## config.mk

```make
export PLATFORM = sky130hd
export DESIGN_NAME = crlc_top
export DESIGN_NICKNAME = d
export VERILOG_FILES = /design/src/hdl/crlc_pkg.sv /design/src/hdl/crlc_ladder_decode.sv /design/src/hdl/crlc_top.sv
export SDC_FILE = /design/constraint.sdc
export NUM_CORES = 1
export LEC_CHECK = 0
export ABC_CLOCK_PERIOD_IN_PS = 4050
export BUFFER_PORTS_ARGS = -buffer_cell sky130_fd_sc_hd__buf_2
export CORE_ASPECT_RATIO = 0.5
export CORE_UTILIZATION = 58
export CTS_BUF_LIST = sky130_fd_sc_hd__clkbuf_8
export DETAILED_ROUTE_END_ITERATION = 12
export PLACE_DENSITY = 0.88
export RECOVER_POWER = 100
export SETUP_SLACK_MARGIN = 0.5
export SYNTH_ARGS = -nofsm -noshare
export SYNTH_HDL_FRONTEND = slang
export SYNTH_HIERARCHICAL = 1
export SYNTH_SLANG_ARGS = --single-unit
```

## constraint.sdc

```tcl
create_clock -name clk -period 4.05 [get_ports clk]
set_clock_uncertainty 0.05 [all_clocks]
set_input_delay 0.81 -clock clk [delete_from_list [all_inputs] [get_ports clk]]
set_output_delay 0.81 -clock clk [all_outputs]
set_load 0.02 [all_outputs]
```

## src/hdl/crlc_pkg.sv

```systemverilog
// package for the comparator reference ladder control block
// assumes a 32-bit ahb-lite register bus and a 32-point analog ladder
package crlc_pkg;
  // ---------------------------------------------------------------
  // register map
  // ---------------------------------------------------------------
  localparam int unsigned AddrW = 16;
  localparam logic [AddrW-1:0] CtrlBase = 16'h9000;
  localparam logic [AddrW-1:0] AliasClr = 16'h0004;
  localparam logic [AddrW-1:0] AliasSet = 16'h0008;
  localparam logic [AddrW-1:0] AliasInv = 16'h000c;
  localparam logic [31:0] CtrlReset = 32'h0000_0000;
  // ---------------------------------------------------------------
  // field positions
  // ---------------------------------------------------------------
  localparam int unsigned EnableBit = 15;
  localparam int unsigned PinOeBit = 6;
  localparam int unsigned RangeBit = 5;
  localparam int unsigned SourceBit = 4;
  localparam int unsigned TapLsb = 0;
  localparam int unsigned TapW = 4;
  localparam logic [31:0] CtrlImplMask = 32'h0000_807f;
  // ---------------------------------------------------------------
  // ladder geometry
  // ---------------------------------------------------------------
  localparam int unsigned LowRangeSteps = 24;
  localparam int unsigned HighRangeSteps = 32;
  localparam int unsigned HighRangeOffset = 8;
  localparam int unsigned SegW = 5;
  // ---------------------------------------------------------------
  // ahb-lite codes
  // ---------------------------------------------------------------
  localparam logic [1:0] HtransNonseq = 2'b10;
  localparam logic [1:0] HtransSeq = 2'b11;
  localparam logic [2:0] HsizeWord = 3'b010;
  // write operation kinds
  typedef enum logic [3:0] {
    CRLC_WR_PLAIN = 4'b0001,
    CRLC_WR_CLR = 4'b0010,
    CRLC_WR_SET = 4'b0100,
    CRLC_WR_INV = 4'b1000
  } crlc_wrop_e;
endpackage

```

## src/hdl/crlc_ladder_decode.sv

```systemverilog
// ladder switch decoder: turns control fields into one-hot tap selects
// assumes the analog ladder has one switch per segment point
`timescale 1ns/1ps
module crlc_ladder_decode #(
  parameter int unsigned SEGS = 32
) (
  // control fields
  input wire logic enable,
  input wire logic rangeLow,
  input wire logic [crlc_pkg::TapW-1:0] tapCode,
  // switch selects
  output logic [SEGS-1:0] tapSelect
);
  import crlc_pkg::*;

  // elaboration check: high range needs offset plus all codes
  if (SEGS < HighRangeOffset + (1 << TapW)) begin : gShortLadder
    $error("ladder too short for the high range");
  end

  // ---------------------------------------------------------------
  // low range taps point k of 24, high range point 8+k of 32
  // ---------------------------------------------------------------
  logic [SegW-1:0] point;

  always_comb begin
    if (rangeLow) begin
      point = SegW'(tapCode);
    end else begin
      point = SegW'(tapCode) + SegW'(HighRangeOffset);
    end
    tapSelect = '0;
    if (enable) begin
      tapSelect[point] = 1'b1;
    end
  end
endmodule

```

## src/hdl/crlc_top.sv

```systemverilog
// comparator reference ladder control: ahb-lite register and switches
// assumes one clock, a single-slave ahb-lite bus and an analog ladder
// Summary of operation
// bit 15 powers ladder; other fields keep their values
// bit 6 connects reference level to the output pin
// range bit one: low range, steps of one twenty-fourth
// range bit zero: high range, quarter offset, one thirty-second
// bit 4 selects external reference pins or analog supply
// four-bit tap code in bits 3..0 picks the ladder tap
// clear, set, invert aliases at base plus 4, 8, 12
// unimplemented bits read zero, ignore writes; reset zero
// software avoids access right after clearing enable
// while disabled all ladder and pin switches stay off
//
// The AHB-Lite register port was left to the implementer.
`timescale 1ns/1ps
module crlc_top #(
  parameter int unsigned SEGS = 32
) (
  // clock and reset
  input wire logic clk,
  input wire logic rst_n,
  // ahb-lite slave
  input wire logic hsel,
  input wire logic [crlc_pkg::AddrW-1:0] haddr,
  input wire logic [1:0] htrans,
  input wire logic hwrite,
  input wire logic [2:0] hsize,
  input wire logic [31:0] hwdata,
  input wire logic hready,
  output logic [31:0] hrdata,
  output logic hreadyout,
  output logic hresp,
  // ladder switch controls
  output logic ladderPowerOn,
  output logic sourceExternal,
  output logic sourceSupply,
  output logic rangeLowSel,
  output logic [SEGS-1:0] ladderTapSelect,
  output logic refPinConnect
);
  import crlc_pkg::*;

  // elaboration check: select index must reach every segment
  if (SEGS > (1 << SegW)) begin : gBadSegs
    $error("segment count exceeds select width");
  end

  // ---------------------------------------------------------------
  // address phase capture
  // ---------------------------------------------------------------
  logic wrPend_q;
  logic [AddrW-1:0] wrAddr_q;
  logic [31:0] ctrl_q;
  logic [31:0] ctrl_d;
  crlc_wrop_e op;

  function automatic logic isCtrl(input logic [AddrW-1:0] a);
    return (a & ~AliasInv) == CtrlBase;
  endfunction

  wire logic accept = hsel && hready &&
    (htrans == HtransNonseq || htrans == HtransSeq);

  always_ff @(posedge clk or negedge rst_n) begin
    if (!rst_n) begin
      wrPend_q <= 1'b0;
      wrAddr_q <= '0;
    end else begin
      wrPend_q <= accept && hwrite && hsize == HsizeWord;
      wrAddr_q <= haddr;
    end
  end

  // ---------------------------------------------------------------
  // register write with alias decode
  // ---------------------------------------------------------------
  always_comb begin
    op = CRLC_WR_PLAIN;
    if (wrAddr_q - CtrlBase == AliasClr) begin
      op = CRLC_WR_CLR;
    end else if (wrAddr_q - CtrlBase == AliasSet) begin
      op = CRLC_WR_SET;
    end else if (wrAddr_q - CtrlBase == AliasInv) begin
      op = CRLC_WR_INV;
    end
    ctrl_d = ctrl_q;
    if (wrPend_q && isCtrl(wrAddr_q)) begin
      case (op)
        CRLC_WR_CLR: ctrl_d = ctrl_q & ~hwdata;
        CRLC_WR_SET: ctrl_d = ctrl_q | hwdata;
        CRLC_WR_INV: ctrl_d = ctrl_q ^ hwdata;
        default: ctrl_d = hwdata;
      endcase
      ctrl_d = ctrl_d & CtrlImplMask;
    end
  end

  // enable is just another field: others kept as written
  always_ff @(posedge clk or negedge rst_n) begin
    if (!rst_n) begin
      ctrl_q <= CtrlReset;
    end else begin
      ctrl_q <= ctrl_d;
    end
  end

  // ---------------------------------------------------------------
  // read data and response; zero wait state, always okay
  // ---------------------------------------------------------------
  always_ff @(posedge clk or negedge rst_n) begin
    if (!rst_n) begin
      hrdata <= '0;
    end else if (accept && !hwrite && isCtrl(haddr)) begin
      hrdata <= ctrl_d;
    end else if (accept) begin
      hrdata <= '0;
    end
  end

  always_ff @(posedge clk or negedge rst_n) begin
    if (!rst_n) begin
      hreadyout <= 1'b1;
      hresp <= 1'b0;
    end else begin
      hreadyout <= 1'b1;
      hresp <= 1'b0;
    end
  end

  // ---------------------------------------------------------------
  // ladder controls, all gated by enable
  // ---------------------------------------------------------------
  wire logic en = ctrl_d[EnableBit];
  logic [SEGS-1:0] tapSel;

  crlc_ladder_decode #(
    .SEGS(SEGS)
  ) u_decode (
    .enable(en),
    .rangeLow(ctrl_d[RangeBit]),
    .tapCode(ctrl_d[TapLsb +: TapW]),
    .tapSelect(tapSel)
  );

  always_ff @(posedge clk or negedge rst_n) begin
    if (!rst_n) begin
      ladderPowerOn <= 1'b0;
      sourceExternal <= 1'b0;
      sourceSupply <= 1'b0;
      rangeLowSel <= 1'b0;
      ladderTapSelect <= '0;
      refPinConnect <= 1'b0;
    end else begin
      ladderPowerOn <= en;
      sourceExternal <= en && ctrl_d[SourceBit];
      sourceSupply <= en && !ctrl_d[SourceBit];
      rangeLowSel <= en && ctrl_d[RangeBit];
      ladderTapSelect <= tapSel;
      refPinConnect <= en && ctrl_d[PinOeBit];
    end
  end
endmodule

```

==> run summary, run 1 <==
The total setup violations reported at the end of the flow is 0. Across the VDD grid, the largest voltage drop is 0.2107 mV. The max-slew violation count is 105.

The combined global-route utilization of all metal layers came out at 26.29%. The power share of the sequential group is 53.6%. The initial antenna violation count is 0.

The number of sinks on the clock net came out at 117. The H-tree was split into 4 levels. The largest fanout of any net on the critical path came out at 24. The clock tree root buffer cell is sky130_fd_sc_hd__clkbuf_8.

The floorplan step defined a die boundary enclosing 8263 um^2. Counting every instance in the synthesized netlist gives 409. The area fraction of the dominant cell type after synthesis is 64.04%.

The estimated wirelength of the detail-placed design is 6306 um. The number of DRC violations after detailed-routing iteration 0 is 205. The setup path with the least slack is of type flip-flop to flip-flop.

Net switching is 22.97% of the power. The number of nets produced by synthesis came out at 485. The number of global-route vias before repair is 3392.

In the routed design, unresolved DRC markers number 0. The most repeated cell in the gate-level netlist after synthesis is sky130_fd_sc_hd__dfrtp_1. The switching power summed over all nets came out at 0.5076 mW.

In this run the tightest slew margin relative to its limit is -11.49%. The number of distinct standard cells referenced by the synthesized netlist is 41. The vertical extent of the die came out at 64.78 um. After the last flow step, the layout net total stands at 596. The largest net degree at the start of global routing came out at 71. The cell family contributing the most delay on the critical path is simple AND/OR/NAND/NOR gates.

The leakage component of the power is 2.791 nW. For this run, the slowest stage of the critical path takes 620 ps. The worst min-delay path class is flip-flop to flip-flop.

The internal portion of total power came out at 1.702 mW. The async set or reset register ratio after synthesis came out at 100.0%. The share of the Yosys chip area taken by registers is 64.04%. At the pin with the least slew margin, the transition time is 1672 ps. The first-pass GRT wire length came out at 16000 um.

The final sum of negative setup slack is 0 ps. TritonCTS created 17 clock buffers. The biggest area contributor in the post-synthesis netlist is sky130_fd_sc_hd__dfrtp_1. The placeable core region is 7487 um^2. The total global routing overflow came out at 0. The via density per instance came out at 5.064.

The count of max-cap constraint violations came out at 2. The cell area after synthesis came out at 4572 um^2. The number of hold buffers added after CTS was 0. During synthesis, Yosys emitted a total of 6 warnings. Summing all placed instances gives a cell area of 5189 um^2. Once layout is done, the placed cells without fillers occupy 5376 um^2. The TritonCTS clock tree is done. The checks that failed: capacitance limit, slew limit.

The area growth from synthesis to final layout came out at 17.60%. The horizontal die dimension is 127.6 um. The congestion estimate from routability-driven global placement came to 0.7419. The row count is 22. The run finished, with violations left. The I/O pin count came out at 129.

For this configuration, the core starts out at a cell density of 61.06%. The instance count along the most critical hold path is 2. The total number of vias came out at 3246. The flop and latch count out of synthesis is 117. By count the netlist is led by 117 x sky130_fd_sc_hd__dfrtp_1, 69 x sky130_fd_sc_hd__nand2_1, 52 x sky130_fd_sc_hd__inv_1, 32 x sky130_fd_sc_hd__o21ai_0, 31 x sky130_fd_sc_hd__nor2_1. For the finished layout, the period the worst path requires is 3326 ps. The pre-antenna-repair detailed-routing pass consisted of 4 iterations. The number of standard cells in the layout, taps in and fillers out is 641. The mean area per synthesized cell is 11.18 um^2. In this run the deepest clock path goes through 2 buffers. The remaining antenna violation count is 0. The combinational power share came out at 3.2%. The endpoint required time on the critical path is 4350 ps. In this run the tool buffered the top-level ports with 101 buffer cells.

In this design, the critical path's most frequently occurring cell is sky130_fd_sc_hd__clkbuf_1. The fraction of met2 tracks used by global routing came out at 45.36%. The power share of the clock group is 43.1%.

The worst hold margin came out at 400.3 ps. Setup repair after global routing left no endpoint under its margin. The antenna cell count is 0. The largest individual stage delay along the critical path comes from the cell sky130_fd_sc_hd__clkbuf_1. The per-cell routed wire length came out at 14.77 um. Yosys attributes the largest share of cell area to sky130_fd_sc_hd__dfrtp_1 64%, sky130_fd_sc_hd__nand2_1 5.7%, sky130_fd_sc_hd__ha_1 4.9%. The most used flip-flop cell after synthesis is sky130_fd_sc_hd__dfrtp_1. The met1 routing resource usage after global routing came out at 32.00%. The worst setup path is launched from a flip-flop. Counting buffers and inverters, the worst setup path is 8 cells deep. The power density of the placed cells came out at 411.0 nW/um^2. In the global route stage, met3 resource usage came out at 7.184%.

The share of layout cells above drive strength 1 is 12.38%. After global routing, the most crowded layer is met2. Clock latency on the worst-skew pair, taken at its later pin, is 430 ps.

The post-cts repair resize count came out at 0. The post-placement cell count came out at 609. The number of hold-slack violations in the final timing report is 0.

Counting both buffers and inverters, the worst setup path holds a total of 2. The number of buffers inserted to repair setup after CTS is 0. The critical path goes through nor4b_1 -> nand4_1 -> clkbuf_1 -> nand2_1 -> o21ai_0 -> clkbuf_1 -> or3b_4 -> nor2_2.

The data arrival at the endpoint of the critical path came out at 3630 ps. The post-route total power is 2.210 mW. For this run, the top clock speed supported by timing is 300.6 MHz. The worst reg-to-reg path cell count is 8. The post-route fraction of the period consumed by the critical path is 82.13%. The endpoint type of the worst setup path is a flip-flop.

The number of enable flip-flop cells after synthesis is 0. The clock-pin slew of the registers on the worst-case setup and hold paths came out at 60 ps. The wire length reported by the detailed router is 9469 um.
-- registers in the layout (all words and copies together), names as in the netlist --
| register | count |
|---|---|
| rangeLowSel | 1 |
| wrAddr_q | 16 |
| sourceSupply | 1 |
| wrPend_q | 1 |
| ctrl_q | 32 |
| refPinConnect | 1 |
| sourceExternal | 1 |
| hrdata | 32 |
| ladderTapSelect | 32 |
-- cells by family (layout without fill, tap and decap cells) --
group,Yosys count,count (layout),share of synthesized area (%)
AOI/OAI and AO/OA,54,54,8.100
adders and majority gates,18,18,4.926
buffers and inverters,70,194,6.240
DFF,117,117,64.04
muxes,6,6,1.314
other,2,2,0.1643
and+or+nand+nor,142,142,15.22
-- stage by stage --
stage / util, % / setup slack, ps
after global placement: 69.30 / 1275
after global routing: 71.81 / 422.4
after detailed placement: 69.30 / 1087
final: 71.81 / 723.6
after CTS: 74.03 / 1060
after floorplan: - / 1547
-- cell type report --
cell class,instances,area (um^2)
clock buffers,19,261.5
clock inverters,13,92.59
fillers,562,2111
inverters,53,198.9
multi-input cells,222,1313
flip-flops and latches,117,2928
well taps,108,135.1
repair buffers,109,447.9
-- path summary, 6_finish.rpt --
path                              from                   to  slack, ps
max                        wrAddr_q[9]   ladderTapSelect[4]        720
min                         ctrl_q[24]           ctrl_q[24]        400
max reg2reg                wrAddr_q[9]   ladderTapSelect[4]        720
min reg2reg                 ctrl_q[24]           ctrl_q[24]        400
max in group asynchronous        rst_n  ladderTapSelect[16]       1290
min in group asynchronous        rst_n           hrdata[22]        760
-- routing by layer --
layer	vias to the layer above	part of all wire [%]
met3	14	3.6
met4	0	1.1
met2	67	51
li1	1540	-
met1	1625	44
met5	-	0
-- cell usage in the layout, fill, tap and decap left out, types with 2 or more instances in the layout --
cell type,synthesis,final
sky130_fd_sc_hd__dfrtp_1,117,117
sky130_fd_sc_hd__nor4_1,2,2
sky130_fd_sc_hd__clkbuf_1,8,82
sky130_fd_sc_hd__a211oi_2,2,2
sky130_fd_sc_hd__nor2_1,31,31
sky130_fd_sc_hd__conb_1,2,2
sky130_fd_sc_hd__clkinv_2,0,7
sky130_fd_sc_hd__nand3_1,3,3
sky130_fd_sc_hd__nor3_1,12,12
sky130_fd_sc_hd__mux2i_1,6,6
sky130_fd_sc_hd__o221ai_1,8,8
sky130_fd_sc_hd__buf_2,6,24
sky130_fd_sc_hd__nand3b_1,4,4
sky130_fd_sc_hd__nor2_2,2,2
sky130_fd_sc_hd__nand2b_1,5,5
sky130_fd_sc_hd__clkbuf_8,0,19
sky130_fd_sc_hd__nand2_1,69,69
sky130_fd_sc_hd__a22oi_1,0,4
sky130_fd_sc_hd__ha_1,18,18
sky130_fd_sc_hd__a211oi_1,2,2
sky130_fd_sc_hd__inv_1,52,55
sky130_fd_sc_hd__or2_0,1,2
sky130_fd_sc_hd__buf_4,2,2
sky130_fd_sc_hd__o21ai_0,32,35
-- power by group through the flow --
| stage | registers (mW) | clock network, mW | logic [mW] |
|---|---|---|---|
| floorplan | 1.20 | 0 | 0.0325 |
| global placement | 1.21 | 0 | 0.0723 |
| detailed placement | 1.21 | 0 | 0.0758 |
| CTS | 1.19 | 0.972 | 0.0762 |
| global route | 1.19 | 1.02 | 0.0823 |
| finish | 1.19 | 0.953 | 0.0717 |
-- worst register-to-register path: stages (launching register included) --
cell and delay [ps]:
sky130_fd_sc_hd__dfrtp_1 360, sky130_fd_sc_hd__nor4b_1 510, sky130_fd_sc_hd__nand4_1 520, sky130_fd_sc_hd__clkbuf_1 620, sky130_fd_sc_hd__nand2_1 250, sky130_fd_sc_hd__o21ai_0 120
sky130_fd_sc_hd__clkbuf_1 240, sky130_fd_sc_hd__or3b_4 460, sky130_fd_sc_hd__nor2_2 130
(Power assumes the default switching activity.)
==> run 2, diff against run 1 <==
Settings changed: ABC_CLOCK_PERIOD_IN_PS 4050 to 3400, CORE_UTILIZATION 58 to 54, PLACE_DENSITY 0.88 to 0.82.
Clock period 4.05 ns to 3.4 ns, I/O delays scaled along.
==> run summary, run 2 (synthesis gave the netlist of run 1 again) <==
The flow ran to the end, but the final reports show violations. The checks that failed: capacitance limit, slew limit. The post-route DRC violation count came out at 0 (unchanged). The fraction of power spent switching nets came out at 21.81% (-1.2 points). The clock tree root buffer cell is sky130_fd_sc_hd__clkbuf_8. The largest registers in the layout are ctrl_q x32, hrdata x32, ladderTapSelect x32. The number of buffers added by the clock tree synthesis step came to 17 (unchanged). The number of DRC violations after detailed-routing iteration 0 is 199 (-2.9%). The number of iterations in the first detailed-routing pass is 4 (unchanged). The placeable core region came out at 8115 um^2 (+8.4%). The endpoint identified for the worst register-to-register timing path is ladderTapSelect[6]. In this run the worst hold path is classified as primary input to asynchronous set/reset pin. The horizontal die dimension came to 132.1 um (+3.6%).

The internal reg-to-reg setup slack is 630 ps (-100 ps). The internal portion of total power is 2.103 mW (+24%). The leading cell type in the layout, fill and taps excluded is sky130_fd_sc_hd__dfrtp_1. The area growth from synthesis to final layout is 19.05%. The post-route fraction of the period consumed by the critical path came out at 81.60% (-0.53 points).

STA classifies the critical path endpoint as a flip-flop. The worst reg-to-reg path cell count is 8 (unchanged). In the layout the commonest cells are 117 x sky130_fd_sc_hd__dfrtp_1, 85 x sky130_fd_sc_hd__clkbuf_1, 69 x sky130_fd_sc_hd__nand2_1. The largest net degree at the start of global routing came out at 118 (+66%).

TritonCTS built the clock tree. The per-cell routed wire length was 14.54 um (-1.6%). The leakage component of the power came out at 2.833 nW (+1.5%). The number of hold-slack violations in the final timing report came out at 0 (unchanged). The insertion delay of the later-clocked pin in the worst-skew pair is 410 ps (-20 ps).

The count of fill cells added during filler insertion came out at 688 (+22%). The post-placement cell count is 613 (+0.66%). The share of layout cells above drive strength 1 came to 12.03% (-0.35 points). The post-layout instance area is 5443 um^2 (+1.2%). The total global routing overflow is 0 (unchanged). The maximum clock rate came out at 360.4 MHz (+20%). The worst hold margin is 322.6 ps (-77.65 ps).

The area of placed instances came out at 5206 um^2 (+0.34%). The number of sinks on the clock net came to 117 (unchanged). The critical path startpoint category is a flip-flop.

The wire length reported by the detailed router is 9365 um (-1.1%). The via density per instance is 5.011 (-1.0%). The post-route total power is 2.690 mW (+22%). The setup path with the least slack is of type flip-flop to flip-flop. The combinational power share came out at 3.3% (about the same). The endpoint required time on the critical path was 3690 ps (-660 ps). The switching power summed over all nets came out at 0.5869 mW (+16%). The largest fanout of any net on the critical path is 13 (-46%). The maximum ir drop on the vdd rail is 0.3379 mV (+60%). The I/O pin count came to 129 (unchanged). The row count is 23 (+4.5%).

The final period demand of the worst path is 2775 ps (-551.9 ps). The clock-pin slew of the registers on the worst-case setup and hold paths is 70 ps (about the same). The final setup slack of the worst path is 625.5 ps (-98.08 ps). The number of standard cells in the layout, taps in and fillers out came out at 644 (+0.47%).

The port buffer count came out at 101 (unchanged). The number of H-tree branching levels is 4 (unchanged). The worst relative slew slack came to -3.389% (+8.1 points).

The multi-input gate area in the final layout came out at 1340 um^2 (+2.1%). The initial core utilization was 56.34% (-4.7 points). The max-slew violation count came out at 34 (-68%). The total setup violations reported at the end of the flow is 0 (unchanged). The first-pass GRT wire length came out at 15180 um (-5.1%).

The worst setup slack after placement is 620.6 ps (-466.4 ps). The estimated wirelength of the detail-placed design came out at 6235 um (-1.1%). The maximum count of clock buffers along a single path came to 2 (unchanged).

The worst register-to-register path begins at wrAddr_q[8]. The remaining antenna violation count came out at 0 (unchanged). The combined global-route utilization of all metal layers came out at 23.37% (-2.9 points). The count of max-cap constraint violations came to 1 (-1). The sequential standard cell area came out at 2928 um^2 (unchanged).

The final sum of negative setup slack came out at 0 ps (unchanged). The actual transition at the worst max-transition pin came out at 1551 ps (-121.5 ps). The final RePlAce weighted congestion came out at 0.7640 (+3.0%). The power share of the sequential group is 52.5% (-1.1 points). The core occupancy in the finished layout came out at 67.07% (-4.7 points).

The power share of the clock group came out at 44.2% (+1.1 points). Setup repair after global routing left no endpoint under its margin. The initial antenna violation count is 0 (unchanged).

The number of buffers inserted to repair setup after CTS came out at 0 (unchanged). The net count reported at finish came out at 596 (unchanged). The overall die area is 8861 um^2 (+7.2%).

The total number of vias is 3227 (-0.59%). The power density of the placed cells is 494.3 nW/um^2 (+20%). The data arrival at the endpoint of the critical path is 3060 ps (-570 ps). The number of global-route vias before repair came out at 3166 (-6.7%). The antenna cell count is 0 (unchanged). The vertical extent of the die is 67.07 um (+3.5%).
## run 2: changes by cell type in the layout (fill, tap and decap cells not counted), sizes merged
cell / change
buf: -2
bufinv: +1
clkbuf: +2
clkinv: -4
clkinvlp: +1
inv: +1
## run 2: repair_timing
item	in CTS	in global routing
setup endpoints to repair	0	22
hold buffers	0	0
gates resized for setup	0	3
## run 2: worst max-delay path by stage
stage                      startpoint             endpoint  slack, ps  depth (start not counted)
after detailed placement  wrAddr_q[5]  ladderTapSelect[31]        620                          9
after CTS                 wrAddr_q[5]  ladderTapSelect[31]        600                          9
final                     wrAddr_q[8]   ladderTapSelect[6]        630                          8
after global placement    wrAddr_q[5]  ladderTapSelect[26]        730                          9
after floorplan             hwdata[5]  ladderTapSelect[24]       1030                         11
after global routing      wrAddr_q[9]  ladderTapSelect[25]        300                          8
## run 2: layout make-up
cell class / count / area share (%)
clock buffer: 19 / 4.805
clock inverter: 12 / 2.115
inverter: 53 / 3.655
multi-input combinational: 222 / 24.62
sequential: 117 / 53.79
tap: 112 / 2.575
timing repair buffer: 109 / 8.437
## run 2: power by group through the flow
stage          combinational (mW)  clock [mW]  sequential [mW]
6_report                   0.0884        1.19             1.41
5_1_grt                     0.101        1.29             1.41
4_1_cts                    0.0940        1.22             1.41
3_5_place_dp               0.0930           0             1.44
3_3_place_gp               0.0897           0             1.44
2_1_floorplan              0.0388           0             1.43
## run 2: critical path, stage by stage (launching register included)
cell and delay (ps):
sky130_fd_sc_hd__dfrtp_1 370, sky130_fd_sc_hd__nor4b_1 410, sky130_fd_sc_hd__nand4_2 250, sky130_fd_sc_hd__nor2_1 340, sky130_fd_sc_hd__o221ai_1 180, sky130_fd_sc_hd__o21ai_0 170
sky130_fd_sc_hd__clkbuf_1 420, sky130_fd_sc_hd__nand3b_1 300, sky130_fd_sc_hd__nor2_1 210
## run 2: layer usage
metal / wire (um) / GRT usage [%]
met3: 437 / 5.632
met4: 106 / 12.35
met2: 4543 / 37.63
met5: 0 / 0
met1: 4278 / 29.91
